==> src/ecit_defs.svh <==
// Purpose: Register indices, field positions, reset values and timing for the capture timer.
// Assumes: Byte address of a register is four times its index.
// Notes: Definitions only.
`ifndef ECIT_DEFS_SVH
`define ECIT_DEFS_SVH

// ----------------------------------------------------------------------------
// Register indices
// ----------------------------------------------------------------------------
`define ECIT_IDX_FREE_LO 6'h20
`define ECIT_IDX_FREE_HI 6'h21
`define ECIT_IDX_C0R 6'h22
`define ECIT_IDX_C1R 6'h23
`define ECIT_IDX_C0F 6'h24
`define ECIT_IDX_C1F 6'h25
`define ECIT_IDX_IVL_LO 6'h26
`define ECIT_IDX_IVL_HI 6'h27
`define ECIT_IDX_RLD_LO 6'h28
`define ECIT_IDX_RLD_HI 6'h29
`define ECIT_IDX_CFG 6'h2a
`define ECIT_IDX_IEN 6'h2b
`define ECIT_IDX_IST 6'h2c

// ----------------------------------------------------------------------------
// Fields and values
// ----------------------------------------------------------------------------
`define ECIT_CFG_HOLD 7
`define ECIT_CFG_PSC_HI 6
`define ECIT_CFG_PSC_LO 4
`define ECIT_CFG_CHAIN 3
`define ECIT_CFG_MASK 8'hf8
`define ECIT_NIB_MASK 8'h0f
`define ECIT_RST_BYTE 8'h00
`define ECIT_RESP_OKAY 2'h0
`define ECIT_RESP_SLVERR 2'h2
`define ECIT_IVL_TICK_NS 1000
`define ECIT_MCLK_NS 20

`endif

==> src/ecit_pkg.sv <==
// Purpose: Shared types of the capture timer.
// Assumes: Nothing beyond the header.
// Notes: Edge order matches the enable and status bit order.
package ecit_pkg;
  typedef logic [7:0] ecit_byte_t;
  typedef enum logic [1:0] {ECIT_C0_RISE, ECIT_C0_FALL, ECIT_C1_RISE, ECIT_C1_FALL} ecit_edge_t;
endpackage

==> src/ecit_cap_if.sv <==
// Purpose: Carries one capture register between the top and its store.
// Assumes: One clock.
// Notes: Owner drives the controls, store returns value and full flag.
`timescale 1ns/1ns
interface ecit_cap_if;
  logic load;
  logic wr;
  logic clr;
  logic hold;
  ecit_pkg::ecit_byte_t sample;
  ecit_pkg::ecit_byte_t value;
  logic full;
  modport owner (output load, wr, clr, hold, sample, input value, full);
  modport store (input load, wr, clr, hold, sample, output value, full);
endinterface

==> src/ecit_edge_det.sv <==
// Purpose: Finds rising and falling edges of a capture input.
// Assumes: Input is synchronous to mclk.
// Notes: Pulses last one cycle.
`timescale 1ns/1ns
module ecit_edge_det (
  input logic mclk,
  input logic arst_n,
  input logic pin,
  output logic rise,
  output logic fall
);
  logic last;

  always_ff @(posedge mclk or negedge arst_n)
  begin
    if (!arst_n)
      last <= 1'b0;
    else
      last <= pin;
  end

  assign rise = pin & ~last;
  assign fall = ~pin & last;
endmodule

==> src/ecit_cap_store.sv <==
// Purpose: One capture register with first-edge hold.
// Assumes: Load and clear are one-cycle pulses.
// Notes: A software write always stores and frees the register.
`timescale 1ns/1ns
`include "ecit_defs.svh"
module ecit_cap_store (
  input logic mclk,
  input logic arst_n,
  ecit_cap_if.store c
);
  logic take;

  assign take = c.wr | (c.load & (~c.hold | ~c.full | c.clr));

  always_ff @(posedge mclk or negedge arst_n)
  begin
    if (!arst_n)
    begin
      c.value <= `ECIT_RST_BYTE;
      c.full <= 1'b0;
    end
    else
    begin
      if (take)
        c.value <= c.sample;
      c.full <= (c.load & take & ~c.wr) | (c.full & ~c.clr & ~c.wr);
    end
  end
endmodule

==> src/ecit_top.sv <==
// Purpose: Edge capture timer with interval timer behind an AXI4-Lite slave.
// Assumes: Capture inputs synchronous to mclk; one write and one read at a time.
// Notes: Byte address is four times the register index; data in bits 7:0.
`timescale 1ns/1ns
`include "ecit_defs.svh"

// Notes on behaviour
// - Channel 1 falling edge stores the timer value in its falling register.
// - In 8-bit capture the prescale field picks the stored count slice.
// - Prescale code n stores count bits n+7 down to n.
// - In 16-bit mode channel 0 falling loads count high byte into channel 1 fall.
// - Chain bit disables channel 1 and makes its registers upper bytes.
// - Hold clear: every qualifying edge overwrites; the latest time is read.
// - Hold set: first edge kept, later edges ignored until the register is read.
// - Interval count is 12 bits; low byte read latches the upper nibble.
// - Interval high read returns the latched nibble; bits 7:4 read zero.
// - Reload is 12 bits: low byte register plus high register nibble.
// - Enable bits: 3 ch1 fall, 2 ch1 rise, 1 ch0 fall, 0 ch0 rise.
// - The free-running timer is a 16-bit counter.
// - In 16-bit mode channel 0 registers hold the count low byte.
module ecit_top #(
  parameter int ADDR_W = 8,
  parameter int FREE_W = 16,
  parameter int IVL_W = 12,
  parameter int IVL_DIV = (`ECIT_IVL_TICK_NS + `ECIT_MCLK_NS - 1) / `ECIT_MCLK_NS
) (
  input logic mclk,
  input logic arst_n,
  input logic capture_zero_input,
  input logic capture_one_input,
  input logic [ADDR_W-1:0] s_axi_awaddr,
  input logic [2:0] s_axi_awprot,
  input logic s_axi_awvalid,
  output logic s_axi_awready,
  input logic [31:0] s_axi_wdata,
  input logic [3:0] s_axi_wstrb,
  input logic s_axi_wvalid,
  output logic s_axi_wready,
  output logic [1:0] s_axi_bresp,
  output logic s_axi_bvalid,
  input logic s_axi_bready,
  input logic [ADDR_W-1:0] s_axi_araddr,
  input logic [2:0] s_axi_arprot,
  input logic s_axi_arvalid,
  output logic s_axi_arready,
  output logic [31:0] s_axi_rdata,
  output logic [1:0] s_axi_rresp,
  output logic s_axi_rvalid,
  input logic s_axi_rready,
  output logic [3:0] cap_irq
);
  // --------------------------------------------------------------------------
  // Parameter checks
  // --------------------------------------------------------------------------
  if (FREE_W != 16 || IVL_W != 12 || ADDR_W < 8 || IVL_DIV < 1)
  begin : g_bad_param
    $error("ecit_top: unsupported parameter values");
  end

  // --------------------------------------------------------------------------
  // Decoding functions
  // --------------------------------------------------------------------------
  function automatic logic is_mapped(input logic [5:0] idx);
    is_mapped = (idx >= `ECIT_IDX_FREE_LO) && (idx <= `ECIT_IDX_IST);
  endfunction

  function automatic logic [1:0] cap_slot(input logic [5:0] idx);
    case (idx)
      `ECIT_IDX_C0R: cap_slot = 2'h0;
      `ECIT_IDX_C0F: cap_slot = 2'h1;
      `ECIT_IDX_C1R: cap_slot = 2'h2;
      default: cap_slot = 2'h3;
    endcase
  endfunction

  function automatic logic is_cap(input logic [5:0] idx);
    is_cap = (idx >= `ECIT_IDX_C0R) && (idx <= `ECIT_IDX_C1F);
  endfunction

  // --------------------------------------------------------------------------
  // State
  // --------------------------------------------------------------------------
  logic [FREE_W-1:0] free_cnt;
  ecit_pkg::ecit_byte_t free_hold;
  ecit_pkg::ecit_byte_t free_wr_low;
  logic [IVL_W-1:0] ivl_cnt;
  logic [3:0] ivl_hold;
  logic [IVL_W-1:0] reload;
  ecit_pkg::ecit_byte_t timer_config;
  logic [3:0] capture_irq_enable;
  logic [3:0] capture_irq_status;
  logic [15:0] div_cnt;
  logic tick;

  // --------------------------------------------------------------------------
  // Bus decode
  // --------------------------------------------------------------------------
  wire wr_take = s_axi_awvalid & s_axi_awready;
  wire rd_take = s_axi_arvalid & s_axi_arready;
  wire [5:0] wr_idx = s_axi_awaddr[7:2];
  wire [5:0] rd_idx = s_axi_araddr[7:2];
  wire wr_ok = wr_take & is_mapped(wr_idx) & s_axi_wstrb[0];
  wire rd_ok = rd_take & is_mapped(rd_idx);
  wire [7:0] wbyte = s_axi_wdata[7:0];
  wire wr_free_lo = wr_ok && wr_idx == `ECIT_IDX_FREE_LO;
  wire wr_free_hi = wr_ok && wr_idx == `ECIT_IDX_FREE_HI;
  wire wr_ivl_lo = wr_ok && wr_idx == `ECIT_IDX_IVL_LO;
  wire wr_ivl_hi = wr_ok && wr_idx == `ECIT_IDX_IVL_HI;
  wire wr_rld_lo = wr_ok && wr_idx == `ECIT_IDX_RLD_LO;
  wire wr_rld_hi = wr_ok && wr_idx == `ECIT_IDX_RLD_HI;
  wire wr_cfg = wr_ok && wr_idx == `ECIT_IDX_CFG;
  wire wr_ien = wr_ok && wr_idx == `ECIT_IDX_IEN;
  wire wr_ist = wr_ok && wr_idx == `ECIT_IDX_IST;
  wire rd_free_lo = rd_ok && rd_idx == `ECIT_IDX_FREE_LO;
  wire rd_ivl_lo = rd_ok && rd_idx == `ECIT_IDX_IVL_LO;

  // --------------------------------------------------------------------------
  // Configuration fields
  // --------------------------------------------------------------------------
  wire hold_first = timer_config[`ECIT_CFG_HOLD];
  wire chain = timer_config[`ECIT_CFG_CHAIN];
  wire [2:0] psc = timer_config[`ECIT_CFG_PSC_HI:`ECIT_CFG_PSC_LO];
  wire [FREE_W-1:0] shifted = free_cnt >> psc;
  wire [7:0] slice = shifted[7:0];

  // --------------------------------------------------------------------------
  // Edges and capture stores
  // --------------------------------------------------------------------------
  logic [1:0] pin_rise;
  logic [1:0] pin_fall;
  wire [1:0] pins = {capture_one_input, capture_zero_input};
  logic [3:0] evt;
  ecit_cap_if cap [4] ();

  genvar gi;
  for (gi = 0; gi < 2; gi++)
  begin : g_edge
    ecit_edge_det u_edge (
      .mclk(mclk),
      .arst_n(arst_n),
      .pin(pins[gi]),
      .rise(pin_rise[gi]),
      .fall(pin_fall[gi])
    );
  end

  assign evt[ecit_pkg::ECIT_C0_RISE] = pin_rise[0];
  assign evt[ecit_pkg::ECIT_C0_FALL] = pin_fall[0];
  assign evt[ecit_pkg::ECIT_C1_RISE] = pin_rise[1] & ~chain;
  assign evt[ecit_pkg::ECIT_C1_FALL] = pin_fall[1] & ~chain;

  for (gi = 0; gi < 4; gi++)
  begin : g_cap
    wire hit_rd = rd_ok && is_cap(rd_idx) && cap_slot(rd_idx) == gi;
    wire hit_wr = wr_ok && is_cap(wr_idx) && cap_slot(wr_idx) == gi;
    wire [7:0] wide = (gi < 2) ? free_cnt[7:0] : free_cnt[15:8];
    assign cap[gi].load = chain ? evt[gi % 2] : evt[gi];
    assign cap[gi].sample = hit_wr ? wbyte : (chain ? wide : slice);
    assign cap[gi].wr = hit_wr;
    assign cap[gi].clr = hit_rd;
    assign cap[gi].hold = hold_first;
    ecit_cap_store u_store (
      .mclk(mclk),
      .arst_n(arst_n),
      .c(cap[gi])
    );
  end

  // --------------------------------------------------------------------------
  // Read data selection
  // --------------------------------------------------------------------------
  logic [7:0] rd_byte;
  always_comb
  begin
    case (rd_idx)
      `ECIT_IDX_FREE_LO: rd_byte = free_cnt[7:0];
      `ECIT_IDX_FREE_HI: rd_byte = free_hold;
      `ECIT_IDX_C0R: rd_byte = cap[0].value;
      `ECIT_IDX_C0F: rd_byte = cap[1].value;
      `ECIT_IDX_C1R: rd_byte = cap[2].value;
      `ECIT_IDX_C1F: rd_byte = cap[3].value;
      `ECIT_IDX_IVL_LO: rd_byte = ivl_cnt[7:0];
      `ECIT_IDX_IVL_HI: rd_byte = {4'h0, ivl_hold};
      `ECIT_IDX_RLD_LO: rd_byte = reload[7:0];
      `ECIT_IDX_RLD_HI: rd_byte = {4'h0, reload[11:8]};
      `ECIT_IDX_CFG: rd_byte = timer_config;
      `ECIT_IDX_IEN: rd_byte = {4'h0, capture_irq_enable};
      `ECIT_IDX_IST: rd_byte = {4'h0, capture_irq_status};
      default: rd_byte = `ECIT_RST_BYTE;
    endcase
  end

  // --------------------------------------------------------------------------
  // AXI4-Lite handshakes
  // --------------------------------------------------------------------------
  wire next_awready = s_axi_awvalid & s_axi_wvalid & ~s_axi_awready & ~s_axi_bvalid;
  wire next_arready = s_axi_arvalid & ~s_axi_arready & ~s_axi_rvalid;

  always_ff @(posedge mclk or negedge arst_n)
  begin
    if (!arst_n)
    begin
      s_axi_awready <= 1'b0;
      s_axi_wready <= 1'b0;
      s_axi_bvalid <= 1'b0;
      s_axi_bresp <= `ECIT_RESP_OKAY;
      s_axi_arready <= 1'b0;
      s_axi_rvalid <= 1'b0;
      s_axi_rresp <= `ECIT_RESP_OKAY;
      s_axi_rdata <= 32'h0;
    end
    else
    begin
      s_axi_awready <= next_awready;
      s_axi_wready <= next_awready;
      s_axi_arready <= next_arready;
      if (wr_take)
      begin
        s_axi_bvalid <= 1'b1;
        s_axi_bresp <= is_mapped(wr_idx) ? `ECIT_RESP_OKAY : `ECIT_RESP_SLVERR;
      end
      else if (s_axi_bready)
        s_axi_bvalid <= 1'b0;
      if (rd_take)
      begin
        s_axi_rvalid <= 1'b1;
        s_axi_rresp <= rd_ok ? `ECIT_RESP_OKAY : `ECIT_RESP_SLVERR;
        s_axi_rdata <= {24'h0, rd_byte};
      end
      else if (s_axi_rready)
        s_axi_rvalid <= 1'b0;
    end
  end

  // --------------------------------------------------------------------------
  // Free-running and interval timers
  // --------------------------------------------------------------------------
  assign tick = (div_cnt == 16'(IVL_DIV - 1));

  always_ff @(posedge mclk or negedge arst_n)
  begin
    if (!arst_n)
    begin
      free_cnt <= '0;
      free_hold <= `ECIT_RST_BYTE;
      free_wr_low <= `ECIT_RST_BYTE;
      div_cnt <= 16'h0;
    end
    else
    begin
      div_cnt <= tick ? 16'h0 : div_cnt + 16'h1;
      free_cnt <= wr_free_hi ? {wbyte, free_wr_low} : free_cnt + 16'h1;
      if (wr_free_lo)
        free_wr_low <= wbyte;
      if (rd_free_lo)
        free_hold <= free_cnt[15:8];
    end
  end

  always_ff @(posedge mclk or negedge arst_n)
  begin
    if (!arst_n)
    begin
      ivl_cnt <= '0;
      ivl_hold <= 4'h0;
      reload <= '0;
    end
    else
    begin
      if (wr_ivl_lo)
        ivl_cnt[7:0] <= wbyte;
      else if (wr_ivl_hi)
        ivl_cnt[11:8] <= wbyte[3:0];
      else if (tick)
        ivl_cnt <= (ivl_cnt == '0) ? reload : ivl_cnt - 12'h1;
      if (rd_ivl_lo)
        ivl_hold <= ivl_cnt[11:8];
      if (wr_rld_lo)
        reload[7:0] <= wbyte;
      if (wr_rld_hi)
        reload[11:8] <= wbyte[3:0];
    end
  end

  // --------------------------------------------------------------------------
  // Configuration, enables, status and requests
  // --------------------------------------------------------------------------
  wire [3:0] ist_clr = wr_ist ? wbyte[3:0] : 4'h0;

  always_ff @(posedge mclk or negedge arst_n)
  begin
    if (!arst_n)
    begin
      timer_config <= `ECIT_RST_BYTE;
      capture_irq_enable <= 4'h0;
      capture_irq_status <= 4'h0;
      cap_irq <= 4'h0;
    end
    else
    begin
      if (wr_cfg)
        timer_config <= wbyte & `ECIT_CFG_MASK;
      if (wr_ien)
        capture_irq_enable <= wbyte[3:0];
      capture_irq_status <= evt | (capture_irq_status & ~ist_clr);
      cap_irq <= capture_irq_status & capture_irq_enable;
    end
  end
endmodule

==> config.mk <==
export PLATFORM = sky130hd
export DESIGN_NAME = ecit_top
export DESIGN_NICKNAME = d
export VERILOG_FILES = /design/src/ecit_pkg.sv /design/src/ecit_cap_if.sv /design/src/ecit_edge_det.sv /design/src/ecit_cap_store.sv /design/src/ecit_top.sv
export VERILOG_INCLUDE_DIRS = /design/src
export SDC_FILE = /design/constraint.sdc
export NUM_CORES = 1
export LEC_CHECK = 0
export BUFFER_PORTS_ARGS = -buffer_cell sky130_fd_sc_hd__buf_2
export CORE_MARGIN = 4
export CORE_UTILIZATION = 60
export DETAILED_ROUTE_END_ITERATION = 8
export MAX_ROUTING_LAYER = met4
export PLACE_DENSITY = 0.9
export RECOVER_POWER = 100
export SLEW_MARGIN = 25
export SYNTH_ARGS = -nofsm -noshare
export SYNTH_HDL_FRONTEND = slang
export SYNTH_SLANG_ARGS = --single-unit
==> constraint.sdc <==
create_clock -name mclk -period 3.65 [get_ports mclk]
set_input_delay 0.1825 -clock mclk [delete_from_list [all_inputs] [get_ports mclk]]
set_output_delay 0.1825 -clock mclk [all_outputs]
set_load 0.1 [all_outputs]
==> out/results.ini <==
[timing]
fmax_mhz=326
skew_ps=7.77
setup_violations=0
fin_tns_setup_ps=0
final-hold-violation-count=0
rsz0062_at_grt=no
worst_pin_slew_ps=2280
period_needed_ps=3070
hold_ws_ps=15.5
finalCritPeriodShare=0.841
worst_slack_ps=581
maxSlewViolCount=111
slew_headroom=-0.519

[clocking]
clkSinkCount=145
cts_resized=0
clkLatencyLatePin_ps=430
cts_buffer_depth=2
cts_tree=done
cts_root_buffer=clkbuf_16
cts_made_buffers=17
cts.clk_slew.worst_paths_ps=60
htree_levels=4

[place]
hpwl_mm=15.4
post-place-cells=1032
port-buffer-count=48
dpl_worst_slack_ps=1110
place.gp.congestion=0.919

[cells_and_area]
syn_to_final_growth_pct=9.37
drive_gt1_frac=0.150
layout.cells.non_filler=1068
fin_nets=952
antenna_cells=0

[global_routing]
grt_pass1_wl_mm=35.8
grt_pass1_vias=6523
grt_start_max_net_pins=94
antenna_found_initial=0
grt_usage=0.297
grt_overflow_total=0

[routing]
dr.pass1.iters=6
drtAntennaViolNets=0
vias_per_cell=6.51
drt_iter0_markers=932
drc=0
wl_per_cell_um=21.2
wl_mm=22.6
num_vias=6954

[die]
coreArea_um2=13400
die_h_um=126
io_pins=112
dieArea_um2=15800
start_util=0.620
rows=42
die_w_um=126

[setup_path]
max_stage_delay_ps=940
crit_chain=buf_2, clkbuf_1, nor2b_1, a41oi_1, a21oi_1, and3_1, o22ai_1
worstPathArrival_ps=3360
cp_max_fo=19
worst-setup-path-type=in -> reg
start_kind=input pin
critPathRequiredTime_ps=3950
cp-end-kind=flip-flop
slowest_stage=a21oi_1

[synth]
ys_warn_count=0
ys_seq_area_frac=0.437
ys_types=71
synth_ff_type=dfrtp_1
netlist_instances=852
synthArstFlopShare=1.00
ys_ff_latch=145
synth_enable_flop_cells=0
synth.avg_cell_area_um2=9.75
syn_area_um2=8310

[hold_path]
hp-class=in -> reg

[outcome]
status=finished, violations left
violations=capacitance limit, slew limit

[pwr]
irDropWorstVdd_mv=0.464
p_leak_uw=0.00397
power_density_nw_per_um2=527

[flow_run]
maxCapViolations=3

==> cell usage after synthesis (all sizes together) (15+ instances only) <==
cell,n,share of area
mux2,53,0.072
inv,18,0.0081
dfrtp,145,0.44
buf,47,0.038
and3,15,0.011
nor2,70,0.032
mux2i,24,0.029
nand2,76,0.034
clkbuf,28,0.013
nand3,39,0.024
xnor2,28,0.030
a21oi,55,0.034
o21ai,40,0.024
==> layout make-up <==
cell class	count	area, µm²
clock buffers	21	480
multi-input cells	639	4260
fillers	1019	4310
well taps	176	220
flip-flops and latches	145	3630
inverters	18	67.6
repair buffers	59	300
clock inverters	10	131
==> layer usage <==
layer,up-vias,share of wire,track usage
met1,3385,0.40,0.397
met3,71,0.11,0.0931
met2,424,0.45,0.436
met4,0,0.033,0.0944
met5,-,0,-
li1,3074,-,-
==> registers in the layout, summed over array words and instances, names as in the netlist, 2 cells and up <==
signal,flops
timer_config,5
div_cnt,16
ivl_hold,4
g_cap.u_store.c.value,32
s_axi_rdata,8
free_hold,8
capture_irq_enable,4
free_wr_low,8
g_cap.u_store.c.full,4
free_cnt,16
g_edge.u_edge.last,2
ivl_cnt,12
capture_irq_status,4
reload,12
cap_irq,4
==> cell families after synthesis <==
logic type / Yosys count / synth area share
AO/OA/AOI/OAI: 196 / 0.154
buffers and inverters: 93 / 0.0590
flip-flops: 145 / 0.437
AND/OR/NAND/NOR: 290 / 0.183
other: 1 / 0.000451
multiplexers: 84 / 0.120
XOR/XNOR: 38 / 0.0401
adder cells (fa/ha/maj): 5 / 0.00753
==> critical path, delay by kind of cell <==
kind / cells / cell delay [ps]
buffers and inverters: 2 / 1270
AO/OA/AOI/OAI: 3 / 1230
AND/OR/NAND/NOR: 2 / 670
==> power breakdown <==
group | internal (µW) | switching, µW | total (µW) | leakage [µW]
clock network | 1140 | 666 | 1800 | 0.000305
registers | 1800 | 236 | 2030 | 0.00182
logic | 341 | 612 | 953 | 0.00184
total | 3280 | 1510 | 4790 | 0.00397
==> path summary, 6_finish.rpt <==
check,endpoint,slack [ps],cells past startpoint,from
setup / recovery,g_cap[3].u_store.c.value[0]$_DFFE_PN0P_,580,7,s_axi_araddr[2]
hold / removal,s_axi_wready$_DFF_PN0_,20,2,s_axi_wvalid
setup reg to reg,g_cap[3].u_store.c.value[0]$_DFFE_PN0P_,830,5,timer_config[3]$_DFFE_PN0P_
hold reg to reg,s_axi_arready$_DFF_PN0_,470,1,s_axi_rvalid$_DFFE_PN0P_
max in group asynchronous,reload[8]$_DFFE_PN0P_,1000,3,arst_n
min in group asynchronous,cap_irq[3]$_DFF_PN0_,970,2,arst_n
==> cell usage in the layout (no fill, tap or decap), types with 8 or more instances in the layout <==
cell type  count
a31oi_1       14
buf_2         26
xor2_1        10
conb_1        26
nand3_1       38
nand2_1       76
inv_1         18
o22ai_1        9
o21ai_0       40
mux2i_1       24
a21oi_1       54
xnor2_1       28
nor3b_1        9
clkbuf_16     17
a22oi_1       12
a21o_1         8
nor3_1         8
nor2_1        70
dfrtp_1      145
a22o_1        11
clkbuf_1      22
nor2b_1       14
and3_1        15
mux2_2        52
nand2b_1      10
nand4_1        8
==> stage by stage <==
stage / cell area, µm² / util / power, µW
CTS: 9160 / 0.683 / 4770
global route: 9090 / 0.678 / 4960
global placement: 8500 / 0.634 / 2950
detailed placement: 8500 / 0.634 / 2990
floorplan: 8400 / - / 2720
finish: 9090 / 0.678 / 4790
==> timing repair <==
action	CTS	global route
hold buffers	5	0
endpoints found under the hold margin	95	0
buffers inserted	0	0
Note: power is estimated with default switching activity, not from simulation.
